$ cat config.mk
export PLATFORM = sky130hd
export DESIGN_NAME = supply_supervisor_watchdog
export DESIGN_NICKNAME = d
export VERILOG_FILES = /design/src/hdl/input_sync.v /design/src/hdl/supply_supervisor_watchdog.v
export VERILOG_INCLUDE_DIRS = /design/src /design/src/pkg
export SDC_FILE = /design/constraint.sdc
export NUM_CORES = 1
export LEC_CHECK = 0
export BUFFER_PORTS_ARGS = -buffer_cell sky130_fd_sc_hd__buf_2
export CAP_MARGIN = 10
export CORE_ASPECT_RATIO = 0.8
export CORE_MARGIN = 2
export CORE_UTILIZATION = 55
export DETAILED_ROUTE_END_ITERATION = 7
export PLACE_DENSITY = 0.72
export SYNTH_ARGS = -nofsm -noshare
export SYNTH_HDL_FRONTEND = slang
export SYNTH_SLANG_ARGS = --single-unit
$ cat constraint.sdc
create_clock -name SYS_CLK -period 4.35 [get_ports SYS_CLK]
set_input_delay 0.435 -clock SYS_CLK [delete_from_list [all_inputs] [get_ports SYS_CLK]]
set_output_delay 0.435 -clock SYS_CLK [all_outputs]
set_load 0.05 [all_outputs]
$ cat src/pkg/supervisor_defines.vh
// constants for the supply supervisor and watchdog
// Functional notes
// warning output goes low when supply reaches the warning threshold.
// active-low reset held while the supply-below-trip flag is true.
// reset stays asserted 200ms after supply recovers.
// watchdog expiry asserts reset for 200ms from expiry.
// kick input must toggle within 1.6sec or reset asserts.
// floating kick input disables the watchdog completely.
// active-high reset is always the inverse of the active-low one.
// disabled chip-select gate forces the gated output high.
// backup cell feeds RAM only when below trip and below cell level.
// kick edges clear the watchdog count; reset holds it cleared.
// stretch timer restarts if supply dips again during stretch.
// active chip-select at reset keeps gate open up to 18us.
// forced-high chip-select stays high until reset off and input low.
// intervals come from counting clock cycles, lengths set by parameters.
// all external inputs pass two-stage synchronisers first; RESET is not synchronised and clears the flops asynchronously.
`ifndef SUPERVISOR_DEFINES_VH
`define SUPERVISOR_DEFINES_VH
`define CLK_FREQ_HZ      20000000
`define STRETCH_TIME_MS  200
`define WDOG_TIME_MS     1600
`define WRITE_TIME_NS    18000
`define CLK_PERIOD_NS    50
`define STRETCH_CYCLES   ((`STRETCH_TIME_MS * (`CLK_FREQ_HZ / 1000)))
`define WDOG_CYCLES      ((`WDOG_TIME_MS * (`CLK_FREQ_HZ / 1000)))
`define WRITE_CYCLES     (`WRITE_TIME_NS / `CLK_PERIOD_NS)
`endif

$ cat src/hdl/input_sync.v
// two-flop synchroniser bank for asynchronous inputs
`timescale 1ns/1ns
`default_nettype none
module input_sync #(
  parameter WIDTH = 1
) (
  input  wire             clk,
  input  wire             rst,
  input  wire [WIDTH-1:0] async_in,
  input  wire [WIDTH-1:0] reset_value,
  output wire [WIDTH-1:0] sync_out
);
  reg [WIDTH-1:0] stage1;
  reg [WIDTH-1:0] stage2;
  // stage1 only feeds stage2 to keep metastability contained
  genvar i;
  generate
    for (i = 0; i < WIDTH; i = i + 1) begin : g_bit
      always @(posedge clk or posedge rst) begin
        if (rst) begin
          stage1[i] <= 1'b0;
          stage2[i] <= 1'b0;
        end else begin
          stage1[i] <= async_in[i];
          stage2[i] <= stage1[i];
        end
      end
    end
  endgenerate
  assign sync_out = stage2 ^ reset_value;
endmodule // input_sync
`default_nettype wire

$ cat src/hdl/supply_supervisor_watchdog.v
// supply supervisor: reset stretch, watchdog, chip-select gating
`timescale 1ns/1ns
`default_nettype none
`include "supervisor_defines.vh"
module supply_supervisor_watchdog #(
  parameter STRETCH_CYCLES = `STRETCH_CYCLES,
  parameter WDOG_CYCLES    = `WDOG_CYCLES,
  parameter WRITE_CYCLES   = `WRITE_CYCLES
) (
  // clock and reset
  input  wire SYS_CLK,
  input  wire RESET,
  // comparator flags
  input  wire BELOW_TRIP,
  input  wire BELOW_WARNING,
  input  wire BELOW_BACKUP_CELL,
  // watchdog
  input  wire KICK_INPUT,
  input  wire KICK_FLOATING,
  // chip-select
  input  wire CS_IN_N,
  // outputs
  output reg  SYS_RESET_N,
  output reg  SYS_RESET,
  output reg  SUPPLY_WARNING_N,
  output reg  CS_OUT_N,
  output reg  RAM_FROM_BACKUP_CELL
);
  wire [5:0] raw;
  wire [5:0] syn;
  // sync value 0 maps to safe levels; chip-select input idles high
  assign raw = {CS_IN_N, KICK_FLOATING, KICK_INPUT,
                BELOW_BACKUP_CELL, BELOW_WARNING, BELOW_TRIP};
  input_sync #(.WIDTH(6)) u_sync (
    .clk         (SYS_CLK),
    .rst         (RESET),
    .async_in    (raw ^ 6'h20),
    .reset_value (6'h20),
    .sync_out    (syn)
  );
  wire below_trip    = syn[0];
  wire below_warning = syn[1];
  wire below_cell    = syn[2];
  wire kick          = syn[3];
  wire kick_floating = syn[4];
  wire cs_in_n       = syn[5];

  // limits held as 32-bit values so compares stay unsigned
  localparam [31:0] STRETCH_LAST = STRETCH_CYCLES - 1;
  localparam [31:0] WDOG_LAST    = WDOG_CYCLES - 1;
  localparam [31:0] WRITE_LAST   = WRITE_CYCLES - 1;

  // gate states: shut, passing, holding for a write to finish
  localparam [1:0] GATE_SHUT = 2'b00;
  localparam [1:0] GATE_PASS = 2'b01;
  localparam [1:0] GATE_HOLD = 2'b10;

  // 32-bit counters cover the full-length production intervals
  reg [31:0] stretch_count;
  reg [31:0] next_stretch_count;
  reg        stretching;
  reg        next_stretching;
  reg        wdog_expired;
  reg [31:0] wdog_count;
  reg [31:0] next_wdog_count;
  reg        kick_last;
  reg [1:0]  gate_state;
  reg [1:0]  next_gate_state;
  reg [31:0] write_count;
  reg [31:0] next_write_count;
  reg        next_sys_reset_n;
  reg        next_sys_reset;
  reg        next_supply_warning_n;
  reg        next_cs_out_n;
  reg        next_ram_from_backup_cell;

  // any of the three causes holds the system in reset
  wire reset_active = below_trip | stretching | wdog_expired;
  wire kick_edge    = (kick != kick_last);
  wire wdog_full    = (wdog_count >= WDOG_LAST);
  wire stretch_done = (stretch_count >= STRETCH_LAST);
  wire write_done   = (write_count >= WRITE_LAST);
  wire wdog_fire    = !kick_floating && !reset_active &&
                      wdog_full && !kick_edge;
  wire gate_open    = (gate_state != GATE_SHUT);

  // reset stretch timer
  always @* begin
    next_stretch_count = stretch_count;
    next_stretching    = stretching;
    if (below_trip || wdog_fire) begin
      // a fresh dip or expiry always restarts the full stretch
      next_stretch_count = 32'h0;
      next_stretching    = 1'b1;
    end else if (stretching) begin
      if (stretch_done) begin
        next_stretching = 1'b0;
      end else begin
        next_stretch_count = stretch_count + 32'h1;
      end
    end
  end

  // power-up starts inside a stretch, as after a supply dip
  always @(posedge SYS_CLK or posedge RESET) begin
    if (RESET) begin
      stretch_count <= 32'h0;
      stretching    <= 1'b1;
    end else begin
      stretch_count <= next_stretch_count;
      stretching    <= next_stretching;
    end
  end

  // one-cycle expiry pulse; the stretch has latched it already
  always @(posedge SYS_CLK or posedge RESET) begin
    if (RESET) begin
      wdog_expired <= 1'b0;
    end else begin
      wdog_expired <= wdog_fire;
    end
  end

  // watchdog counter; cleared by edges and held during reset
  always @* begin
    next_wdog_count = wdog_count;
    if (reset_active || kick_floating || kick_edge) begin
      next_wdog_count = 32'h0;
    end else if (!wdog_full) begin
      next_wdog_count = wdog_count + 32'h1;
    end
  end

  always @(posedge SYS_CLK or posedge RESET) begin
    if (RESET) begin
      wdog_count <= 32'h0;
      kick_last  <= 1'b0;
    end else begin
      wdog_count <= next_wdog_count;
      kick_last  <= kick;
    end
  end

  // chip-select gate with write completion window
  always @* begin
    next_gate_state  = gate_state;
    next_write_count = write_count;
    case (gate_state)
      GATE_SHUT: begin
        // reopen only when input seen low after reset ends
        if (!reset_active && !cs_in_n) begin
          next_gate_state = GATE_PASS;
        end
      end
      GATE_PASS: begin
        if (reset_active) begin
          if (!cs_in_n) begin
            next_gate_state  = GATE_HOLD;
            next_write_count = 32'h0;
          end else begin
            next_gate_state = GATE_SHUT;
          end
        end
      end
      GATE_HOLD: begin
        if (!reset_active) begin
          next_gate_state  = GATE_PASS;
          next_write_count = 32'h0;
        end else if (cs_in_n || write_done) begin
          next_gate_state = GATE_SHUT;
        end else begin
          next_write_count = write_count + 32'h1;
        end
      end
      default: begin
        next_gate_state  = GATE_SHUT;
        next_write_count = 32'h0;
      end
    endcase
  end

  always @(posedge SYS_CLK or posedge RESET) begin
    if (RESET) begin
      gate_state  <= GATE_SHUT;
      write_count <= 32'h0;
    end else begin
      gate_state  <= next_gate_state;
      write_count <= next_write_count;
    end
  end

  // output values, one register stage behind the synced inputs
  always @* begin
    next_sys_reset_n          = !reset_active;
    next_sys_reset            = reset_active;
    next_supply_warning_n     = !below_warning;
    next_cs_out_n             = gate_open ? cs_in_n : 1'b1;
    next_ram_from_backup_cell = below_trip & below_cell;
  end

  // registered outputs; reset shows the safe levels
  always @(posedge SYS_CLK or posedge RESET) begin
    if (RESET) begin
      SYS_RESET_N          <= 1'b0;
      SYS_RESET            <= 1'b1;
      SUPPLY_WARNING_N     <= 1'b0;
      CS_OUT_N             <= 1'b1;
      RAM_FROM_BACKUP_CELL <= 1'b0;
    end else begin
      SYS_RESET_N          <= next_sys_reset_n;
      SYS_RESET            <= next_sys_reset;
      SUPPLY_WARNING_N     <= next_supply_warning_n;
      CS_OUT_N             <= next_cs_out_n;
      RAM_FROM_BACKUP_CELL <= next_ram_from_backup_cell;
    end
  end
endmodule // supply_supervisor_watchdog
`default_nettype wire

==> insert_results.sql, run 1 <==
INSERT INTO impl_metrics (metric_group, metric, value, unit) VALUES
('grt', 'global_route.peak_usage_layer', 'met1', ''),
('yosys', 'synth.distinct_cells', '58', ''),
('worst_setup_path', 'startpoint_type', 'flop', ''),
('min_path', 'hold_class', 'in -> reg', ''),
('grt', 'grtUsageMet1', '29.0', '%'),
('die', 'placement_rows', '31', ''),
('final_layout', 'areaGrowthSynthToFinish', '14.6', '%'),
('drt', 'wl', '9240', 'um'),
('worst_setup_path', 'critPathBufInv', '0', ''),
('yosys', 'synth_mux_area_share', '0.787', '%'),
('sta', 'grt_setup_unrepaired', 'no', ''),
('job', 'max_cap_violations', '0', ''),
('sta', 'final_critical_path_required_period', '2960', 'ps'),
('grt', 'grt_overflow', '0', ''),
('clock_tree', 'max-clock-path-buffers', '2', ''),
('yosys', 'yosys_most_used_dff', 'dfrtp_1', ''),
('sta', 'tightest_slew', '1020', 'ps'),
('grt', 'global_route.usage.met3', '6.14', '%'),
('sta', 'maxSlewHeadroom', '32.0', '%'),
('yosys', 'mappedNetlistArea', '5090', 'um^2'),
('drt', 'routedWlPerCell', '15.4', 'um'),
('final_layout', 'filler_cell_count', '675', ''),
('clock_tree', 'cts_tree', 'built', ''),
('final_layout', 'drive_gt1_share', '14.0', '%'),
('grt', 'grt_start_max_net_pins', '84', ''),
('pwr', 'power.net_switching', '536', 'uW'),
('pwr', 'power.internal', '2.03', 'mW'),
('placement', 'port-buffer-count', '12', ''),
('pwr', 'clockPowerShare', '54.7', '%'),
('pwr', 'ir_drop', '447', 'uV'),
('drt', 'firstDrtPassIters', '5', ''),
('placement', 'placer_congestion', '0.772', ''),
('worst_setup_path', 'worstSetupPathType', 'reg -> reg', ''),
('worst_setup_path', 'crit_path_cell_trace', 'ha_1 > nand3_1 > nor4_1 > o2111a_2 > nand2b_1 > a21o_1 > nor2_1', ''),
('yosys', 'syn-mean-instance-area', '11.2', 'um^2'),
('yosys', 'synth-warning-count', '0', ''),
('die', 'core-area', '9040', 'um^2'),
('drt', 'dr.first_iter.drc_count', '238', ''),
('drt', 'vias_per_instance', '5.59', ''),
('die', 'effective_utilization_at_floorplan', '56.3', '%'),
('grt', 'global_route.usage.met2', '28.1', '%'),
('die', 'die_w', '112', 'um'),
('clock_tree', 'cts-htree-levels', '4', ''),
('final_layout', 'antenna_cells', '0', ''),
('worst_setup_path', 'critical_path.top_delay_family', 'compound AO/OA/AOI/OAI gates', ''),
('yosys', 'synth_simple_gate_area_share', '25.6', '%'),
('pwr', 'post-layout-total-power', '2.57', 'mW'),
('yosys', 'seq_area_frac_synth', '58.1', '%'),
('sta', 'final_max_slew_violation_count', '0', ''),
('placement', 'place_hpwl', '5830', 'um'),
('worst_setup_path', 'cpPeakStageDelay', '620', 'ps'),
('worst_setup_path', 'critical_path_required', '4610', 'ps'),
('grt', 'track_usage', '20.0', '%'),
('grt', 'grt_antenna_before_repair', '0', ''),
('worst_setup_path', 'arrival', '3220', 'ps'),
('yosys', 'synthesis.instances', '456', ''),
('yosys', 'synthesis.nets', '467', ''),
('clock_tree', 'ctsResizeCount', '0', ''),
('yosys', 'main_combinational_cell_family_by_area_after_synthesis', 'simple AND/OR/NAND/NOR gates', ''),
('clock_tree', 'cts_setup_buffers', '0', ''),
('sta', 'timing.setup.tns', '0', 'ps'),
('pwr', 'p_leak', '2.68', 'nW'),
('outcome', 'outcome', 'complete, no violations', ''),
('sta', 'period_share', '68.0', '%'),
('worst_setup_path', 'cp-end-kind', 'flop', ''),
('drt', 'count_of_unresolved_drc_violations_after_routing', '0', ''),
('die', 'floorplan.die_area', '10000', 'um^2'),
('yosys', 'synth_compound_gate_area_share', '5.80', '%'),
('pwr', 'p_comb_share', '1.8', '%'),
('sta', 'finalHoldViolCount', '0', ''),
('grt', 'grt_first_pass_wirelength', '15800', 'um');
registers in the layout (all words and copies together), names as in the netlist, 2 cells and up:
signal / cells
stretch_count: 32
wdog_count: 32
write_count: 32
u_sync.stage1: 6
u_sync.stage2: 6
gate_state: 2
routing by layer:
metal | vias to the layer above | wire length, um
li1 | 1620 | -
met1 | 1658 | 4590
met2 | 69 | 4220
met3 | 6 | 359
met4 | 0 | 68
met5 | - | 0
cell usage in the layout (no fill, tap or decap), types with 2 or more instances in the layout:
cell        count
a21o_1          2
a21oi_1         9
a21oi_2         2
a31o_1          2
a41oi_1         2
and2_1         43
and3_1         13
and4_1          5
buf_2          12
buf_4           2
bufinv_16       3
clkbuf_16      17
clkinv_2        5
clkinvlp_4      3
dfrtp_1       115
dfstp_2         3
ha_1            3
inv_1           7
mux2i_1         4
nand2_1        19
nand2b_1        5
nand3_1        18
nand4_1        25
nor2_1         50
nor2b_1         2
nor3_1         12
nor3_4          2
nor3b_1         2
nor4_1         11
o21ai_0         8
or3_1           8
xnor2_1        14
xor2_1         26
synthesized netlist by cell type (3+ instances only):
library cell    n  share of area [%]
nor2_1         50                3.7
nand2b_1        5               0.61
or3_1           8               0.98
dfrtp_1       115                 57
nand2_1        19                1.4
dfstp_2         3                1.5
ha_1            3               0.74
o21ai_0         8               0.79
and4_1          5               0.86
and2_1         43                5.3
nor3_1         12                1.2
nor4_1         11                1.4
mux2i_1         4               0.79
inv_1           8               0.59
a21oi_1         9               0.89
and3_1         13                1.6
xor2_1         26                4.5
clkbuf_1        9               0.66
nand3_1        18                1.8
buf_2           5               0.49
xnor2_1        14                2.4
nand4_1        25                3.1
metrics by stage:
stage	cells	worst slack, ps	utilization, %	area [um^2]
after floorplan	456	791	-	5090
after global routing	600	1190	64.5	5830
after CTS	600	1420	64.5	5830
after global placement	568	1630	57.9	5230
final	600	1390	64.5	5830
after detailed placement	568	1470	57.9	5230
path summary, 6_finish.rpt:
check	from	endpoint	slack, ps	cells after the start
worst max-delay path	wdog_count[0]	stretch_count[13]	1390	7
worst min-delay path	KICK_FLOATING	u_sync.stage1[4]	130	1
max in group asynchronous	RESET	stretching	3070	3
worst max register to register	wdog_count[0]	stretch_count[13]	1390	7
worst min register to register	u_sync.stage1[2]	u_sync.stage2[2]	350	0
min in group asynchronous	RESET	stretch_count[6]	240	2
cell type report:
class                           instances  area (um^2)  area share [%]
Inverter                                8         32.5           0.558
Tap cell                              115          144            2.47
Clock inverter                         13          155            2.66
Sequential cell                       118         2960            50.7
Clock buffer                           19          443            7.59
Timing Repair Buffer                   14         75.1            1.29
Multi-Input combinational cell        313         2030            34.7
power groups by stage:
stage	combinational [mW]	sequential, mW	clock, mW
finish	0.0460	1.12	1.40
global route	0.0543	1.12	1.48
CTS	0.0483	1.12	1.43
detailed placement	0.0478	1.14	0
global placement	0.0465	1.14	0
floorplan	0.0308	1.14	0
kinds of logic after synthesis:
group                      after synthesis
AOI/OAI and AO/OA                       37
xor gates and xnor gates                40
buffers and inverters                   25
DFF                                    118
muxes                                    4
and+or+nand+nor                        229
adders and majority gates                3
No activity file was read; power rests on OpenSTA's default activity.
==> run 2: changes to the inputs <==
Clock period 4.35 ns to 2.9 ns, I/O delays scaled along.
==> insert_results.sql, run 2 (synthesis results as in run 1) <==
INSERT INTO impl_metrics (metric_group, metric, value, unit) VALUES
('grt', 'grt_start_max_net_pins', '48', ''),
('placement', 'port-buffer-count', '12', ''),
('sta', 'maxSlewHeadroom', '32.6', '%'),
('die', 'effective_utilization_at_floorplan', '56.3', '%'),
('min_path', 'hold_class', 'in -> reg', ''),
('sta', 'timing.setup.tns', '0', 'ps'),
('worst_setup_path', 'cp-end-kind', 'flop', ''),
('clock_tree', 'total_number_of_clock_tree_sinks', '118', ''),
('worst_setup_path', 'path_depth', '8', ''),
('sta', 'maxClockFrequency', '382', 'MHz'),
('pwr', 'p_per_area', '685', 'nW/um^2'),
('die', 'die_w', '112', 'um'),
('worst_setup_path', 'worstSetupPathType', 'reg -> reg', ''),
('placement', 'post-place-cells', '573', ''),
('die', 'design.portCount', '13', ''),
('sta', 'final_max_slew_violation_count', '0', ''),
('sta', 'final.setup.worst_slack', '283', 'ps'),
('job', 'max_cap_violations', '0', ''),
('sta', 'timing.hold.ws', '22.4', 'ps'),
('clock_tree', 'ctsResizeCount', '0', ''),
('outcome', 'outcome', 'complete, no violations', ''),
('sta', 'tightest_slew', '1010', 'ps'),
('worst_setup_path', 'timing.critical_path.slowest_stage_cell', 'o2111a_2', ''),
('clock_tree', 'cts_tree', 'built', ''),
('worst_setup_path', 'register_to_register_setup_slack', '280', 'ps'),
('clock_tree', 'max-clock-path-buffers', '2', ''),
('die', 'placement_rows', '31', ''),
('pwr', 'ir_drop', '551', 'uV'),
('final_layout', 'final_net_count', '493', ''),
('clock_tree', 'cts-htree-levels', '4', ''),
('drt', 'dr.first_iter.drc_count', '237', ''),
('clock_tree', 'clkSlewWorstSetupHoldPaths', '50', 'ps'),
('sta', 'final_critical_path_required_period', '2620', 'ps'),
('final_layout', 'areaGrowthSynthToFinish', '18.1', '%'),
('drt', 'routedWlPerCell', '15.2', 'um'),
('clock_tree', 'clockRootBuffer', 'clkbuf_16', ''),
('final_layout', 'layout.cells.most_common', 'dfrtp_1', ''),
('drt', 'vias', '3370', ''),
('sta', 'setup_viol', '0', ''),
('sta', 'period_share', '90.2', '%'),
('drt', 'wl', '9290', 'um'),
('grt', 'grt_overflow', '0', ''),
('drt', 'vias_per_instance', '5.52', ''),
('final_layout', 'filler_cell_count', '664', ''),
('sta', 'finClkSkew', '10.2', 'ps'),
('worst_setup_path', 'cpPeakStageDelay', '470', 'ps'),
('drt', 'drt.antenna.violating_nets', '0', ''),
('worst_setup_path', 'cp_max_fanout', '21', ''),
('grt', 'grt_first_pass_wirelength', '16400', 'um'),
('clock_tree', 'clock_latency', '410', 'ps'),
('worst_setup_path', 'critical_path_required', '3190', 'ps'),
('worst_setup_path', 'startpoint_type', 'flop', ''),
('final_layout', 'final_cell_mix', '115 x dfrtp_1, 50 x nor2_1, 43 x and2_1', ''),
('drt', 'firstDrtPassIters', '5', ''),
('grt', 'grt_antenna_before_repair', '0', ''),
('die', 'floorplan.die.height', '90.0', 'um'),
('grt', 'track_usage', '20.9', '%'),
('sta', 'finalHoldViolCount', '0', ''),
('grt', 'first_global_vias', '3313', ''),
('worst_setup_path', 'critPathBufInv', '1', ''),
('pwr', 'post-layout-total-power', '4.12', 'mW'),
('placement', 'preCtsSetupSlack', '305', 'ps'),
('pwr', 'p_leak', '2.76', 'nW'),
('worst_setup_path', 'crit_path_cell_trace', 'ha_1 > nand3_1 > nor4_1 > o2111a_2 > nand2b_1 > a21o_1 > buf_4 > nor2_1', ''),
('final_layout', 'reg.largest.list', 'stretch_count (32), wdog_count (32), write_count (32)', ''),
('die', 'floorplan.die_area', '10000', 'um^2'),
('final_layout', 'drive_gt1_share', '14.5', '%'),
('placement', 'placer_congestion', '0.830', ''),
('placement', 'place_hpwl', '6050', 'um'),
('worst_setup_path', 'worstRegToRegCells', '8', ''),
('final_layout', 'final_cells', '610', ''),
('worst_setup_path', 'arrival', '2910', 'ps'),
('die', 'core-area', '9040', 'um^2'),
('min_path', 'min_delay_path_depth', '2', ''),
('clock_tree', 'num_cts_buffers', '17', ''),
('final_layout', 'antenna_cells', '0', ''),
('drt', 'count_of_unresolved_drc_violations_after_routing', '0', ''),
('worst_setup_path', 'critical_path.top_delay_family', 'simple AND/OR/NAND/NOR gates', ''),
('sta', 'grt_setup_unrepaired', 'no', '');
[run 2: cell count changes in the layout (fill, tap and decap cells not counted), sizes merged]
cell         delta
bufinv          +3
buf             +5
inv             -2
clkbuf          +1
dlygate4sd3     +5
clkinvlp        -2
[run 2: path summary, 6_finish.rpt]
check / start / to
max reg2reg: wdog_count[0] / stretch_count[7]
min reg2reg: u_sync.stage1[2] / u_sync.stage2[2]
min in group asynchronous: RESET / stretch_count[18]
max: wdog_count[0] / stretch_count[7]
min: CS_IN_N / u_sync.stage1[5]
max in group asynchronous: RESET / stretching
[run 2: layer usage]
metal / GRT usage (%) / part of all wire [%]
met1: 29.1 / 49
met2: 30.9 / 46
met3: 6.27 / 3.7
met4: 8.33 / 1.2
met5: 0 / 0
[run 2: layout make-up]
class	count	area (um^2)	share of cell area, %
Sequential cell	118	2960	49.2
Clock buffer	20	447	7.44
Timing Repair Buffer	24	175	2.92
Clock inverter	12	225	3.75
Multi-Input combinational cell	313	2030	33.7
Tap cell	115	144	2.40
Inverter	8	33.8	0.562
[run 2: power by group]
group          total [mW]  internal (mW)  leakage (nW)  switching [mW]
clock                2.36           1.63         0.328           0.726
sequential           1.68           1.66          1.60          0.0117
combinational      0.0798         0.0239         0.833          0.0559
total                4.12           3.32          2.76           0.794
[run 2: worst register-to-register path: cells and delay by family, from the launching register on]
family / cells / cell delay [ps]
simple gates: 4 / 1020
buf+inv: 1 / 240
flops: 1 / 410
compound gates: 2 / 640
fa+ha+maj: 1 / 200
[run 2: repair_timing]
action,CTS,global route
setup buffers,0,0
hold buffers,5,0
hold endpoints to repair,5,0
[run 2: metrics by stage]
| stage | cell area [um^2] | utilization (%) |
|---|---|---|
| floorplan | 5090 | - |
| global placement | 5290 | 58.5 |
| detailed placement | 5290 | 58.5 |
| CTS | 6010 | 66.5 |
| global route | 6010 | 66.5 |
| finish | 6010 | 66.5 |
==> run 3: changes to the inputs <==
Settings changed: CTS_BUF_LIST from default to sky130_fd_sc_hd__clkbuf_16, HOLD_SLACK_MARGIN from default to 0.08.
==> insert_results.sql, run 3 (synthesis results as in run 1) <==
INSERT INTO impl_metrics (metric_group, metric, value, unit) VALUES
('pwr', 'share_seq_of_total_power', '41.0', '%'),
('sta', 'finalHoldViolCount', '0', ''),
('worst_setup_path', 'cpPeakStageDelay', '460', 'ps'),
('sta', 'grt_setup_unrepaired', 'no', ''),
('pwr', 'p_leak', '2.77', 'nW'),
('final_layout', 'filler_cell_count', '667', ''),
('clock_tree', 'max-clock-path-buffers', '2', ''),
('grt', 'grt_first_pass_wirelength', '16500', 'um'),
('die', 'design.portCount', '13', ''),
('sta', 'maxClockFrequency', '383', 'MHz'),
('pwr', 'power.internal', '3.29', 'mW'),
('sta', 'final_critical_path_required_period', '2610', 'ps'),
('drt', 'wl', '9410', 'um'),
('sta', 'tightest_slew', '1000', 'ps'),
('grt', 'first_global_vias', '3299', ''),
('worst_setup_path', 'worstSetupPathType', 'reg -> reg', ''),
('drt', 'dr.first_iter.drc_count', '238', ''),
('placement', 'place_hpwl', '6050', 'um'),
('die', 'die_w', '112', 'um'),
('final_layout', 'final_net_count', '494', ''),
('worst_setup_path', 'crit_path_cell_trace', 'ha_1 > nand3_1 > nor4_1 > o2111a_2 > nand2b_1 > a21o_1 > buf_4 > nor2_1', ''),
('final_layout', 'area.sequential', '2960', 'um^2'),
('clock_tree', 'cts_setup_buffers', '0', ''),
('grt', 'grt_antenna_before_repair', '0', ''),
('final_layout', 'areaGrowthSynthToFinish', '18.1', '%'),
('job', 'max_cap_violations', '0', ''),
('worst_setup_path', 'arrival', '2900', 'ps'),
('final_layout', 'reg.largest.list', 'stretch_count (32), wdog_count (32), write_count (32)', ''),
('final_layout', 'antenna_cells', '0', ''),
('worst_setup_path', 'critical_path.top_delay_family', 'simple AND/OR/NAND/NOR gates', ''),
('final_layout', 'layout.cells.most_common', 'dfrtp_1', ''),
('sta', 'maxSlewHeadroom', '32.9', '%'),
('clock_tree', 'clockRootBuffer', 'clkbuf_16', ''),
('clock_tree', 'ctsResizeCount', '0', ''),
('die', 'core-area', '9040', 'um^2'),
('grt', 'grt_overflow', '0', ''),
('drt', 'firstDrtPassIters', '5', ''),
('placement', 'placer_congestion', '0.830', ''),
('die', 'floorplan.die.height', '90.0', 'um'),
('die', 'placement_rows', '31', ''),
('worst_setup_path', 'critical_path_required', '3190', 'ps'),
('clock_tree', 'total_number_of_clock_tree_sinks', '118', ''),
('die', 'floorplan.die_area', '10000', 'um^2'),
('sta', 'period_share', '90.0', '%'),
('worst_setup_path', 'critPathBufInv', '1', ''),
('grt', 'grt_start_max_net_pins', '48', ''),
('final_layout', 'drive_gt1_share', '14.3', '%'),
('pwr', 'p_per_area', '681', 'nW/um^2'),
('pwr', 'power.net_switching', '798', 'uW'),
('final_layout', 'final_cell_mix', '115 x dfrtp_1, 50 x nor2_1, 43 x and2_1', ''),
('drt', 'vias_per_instance', '5.53', ''),
('pwr', 'clockPowerShare', '57.0', '%'),
('drt', 'count_of_unresolved_drc_violations_after_routing', '0', ''),
('worst_setup_path', 'cp-end-kind', 'flop', ''),
('clock_tree', 'num_cts_buffers', '17', ''),
('sta', 'final_max_slew_violation_count', '0', ''),
('min_path', 'hold_class', 'in -> async', ''),
('worst_setup_path', 'timing.critical_path.slowest_stage_cell', 'o2111a_2', ''),
('worst_setup_path', 'startpoint_type', 'flop', ''),
('placement', 'port-buffer-count', '12', ''),
('pwr', 'power_switching_share', '19.5', '%'),
('drt', 'vias', '3377', ''),
('sta', 'timing.setup.tns', '0', 'ps'),
('final_layout', 'multiInputGateArea', '2030', 'um^2'),
('drt', 'routedWlPerCell', '15.4', 'um'),
('clock_tree', 'clock_latency', '410', 'ps'),
('drt', 'drt.antenna.violating_nets', '0', ''),
('outcome', 'outcome', 'complete, no violations', ''),
('sta', 'finClkSkew', '8.72', 'ps'),
('worst_setup_path', 'cp_max_fanout', '21', ''),
('sta', 'setup_viol', '0', ''),
('final_layout', 'final_core_util', '66.5', '%'),
('die', 'effective_utilization_at_floorplan', '56.3', '%'),
('grt', 'track_usage', '21.0', '%'),
('pwr', 'p_comb_share', '2.0', '%'),
('clock_tree', 'cts_tree', 'built', ''),
('pwr', 'ir_drop', '551', 'uV'),
('clock_tree', 'cts-htree-levels', '4', ''),
('clock_tree', 'clkSlewWorstSetupHoldPaths', '50', 'ps');
==> run 3: worst register-to-register path: cells and delay by family, from the launching register on <==
| kind | cells | cell delay [ps] |
|---|---|---|
| compound gates | 2 | 630 |
| flops | 1 | 410 |
| fa+ha+maj | 1 | 200 |
| buf+inv | 1 | 240 |
| simple gates | 4 | 1010 |
==> run 3: final timing paths <==
check / slack (ps) / endpoint / cells past startpoint / from
setup / recovery: 290 / stretch_count[7] / 8 / wdog_count[0]
hold / removal: 100 / stretch_count[18] / 2 / RESET
setup reg to reg: 290 / stretch_count[7] / 8 / wdog_count[0]
hold reg to reg: 350 / u_sync.stage2[2] / 0 / u_sync.stage1[2]
max in group asynchronous: 1970 / stretching / 3 / RESET
min in group SYS_CLK: 350 / u_sync.stage2[2] / 0 / u_sync.stage1[2]
==> run 3: power by group through the flow <==
stage	combinational [mW]	sequential, mW	clock, mW
after floorplan	0.0466	1.71	0
after global placement	0.0751	1.70	0
after detailed placement	0.0771	1.70	0
after CTS	0.0837	1.68	2.36
after global routing	0.0954	1.68	2.45
final	0.0808	1.68	2.33
==> run 3: through the flow <==
stage                     cell area (um^2)  hold slack, ps  total power, mW  setup slack [ps]  instances
final                                 6010             103             4.09               290        611
after global routing                  6010             187             4.23              43.2        611
after CTS                             6010             134             4.12               278        611
after detailed placement              5290             340             1.78               305        573
after global placement                5290             335             1.78               476        573
after floorplan                       5090             321             1.75               734        456
==> run 3: timing repair <==
action	in CTS	in global routing
endpoints found under the hold margin	6	0
setup endpoints to repair	0	0
hold buffers	6	0
==> run 3: cell type report <==
class                   instances  area share (%)
flip-flops and latches        118            49.2
multi-input cells             313            33.7
clock buffers                  17            7.08
clock inverters                15            3.94
repair buffers                 25            3.08
well taps                     115            2.40
inverters                       8           0.562
==> run 3: metal layers <==
| layer | up-vias | track usage (%) | wire (um) |
|---|---|---|---|
| li1 | 1655 | - | - |
| met1 | 1660 | 29.6 | 4610 |
| met2 | 50 | 30.9 | 4300 |
| met3 | 12 | 5.87 | 348 |
| met4 | 0 | 8.64 | 155 |
| met5 | - | 0 | 0 |
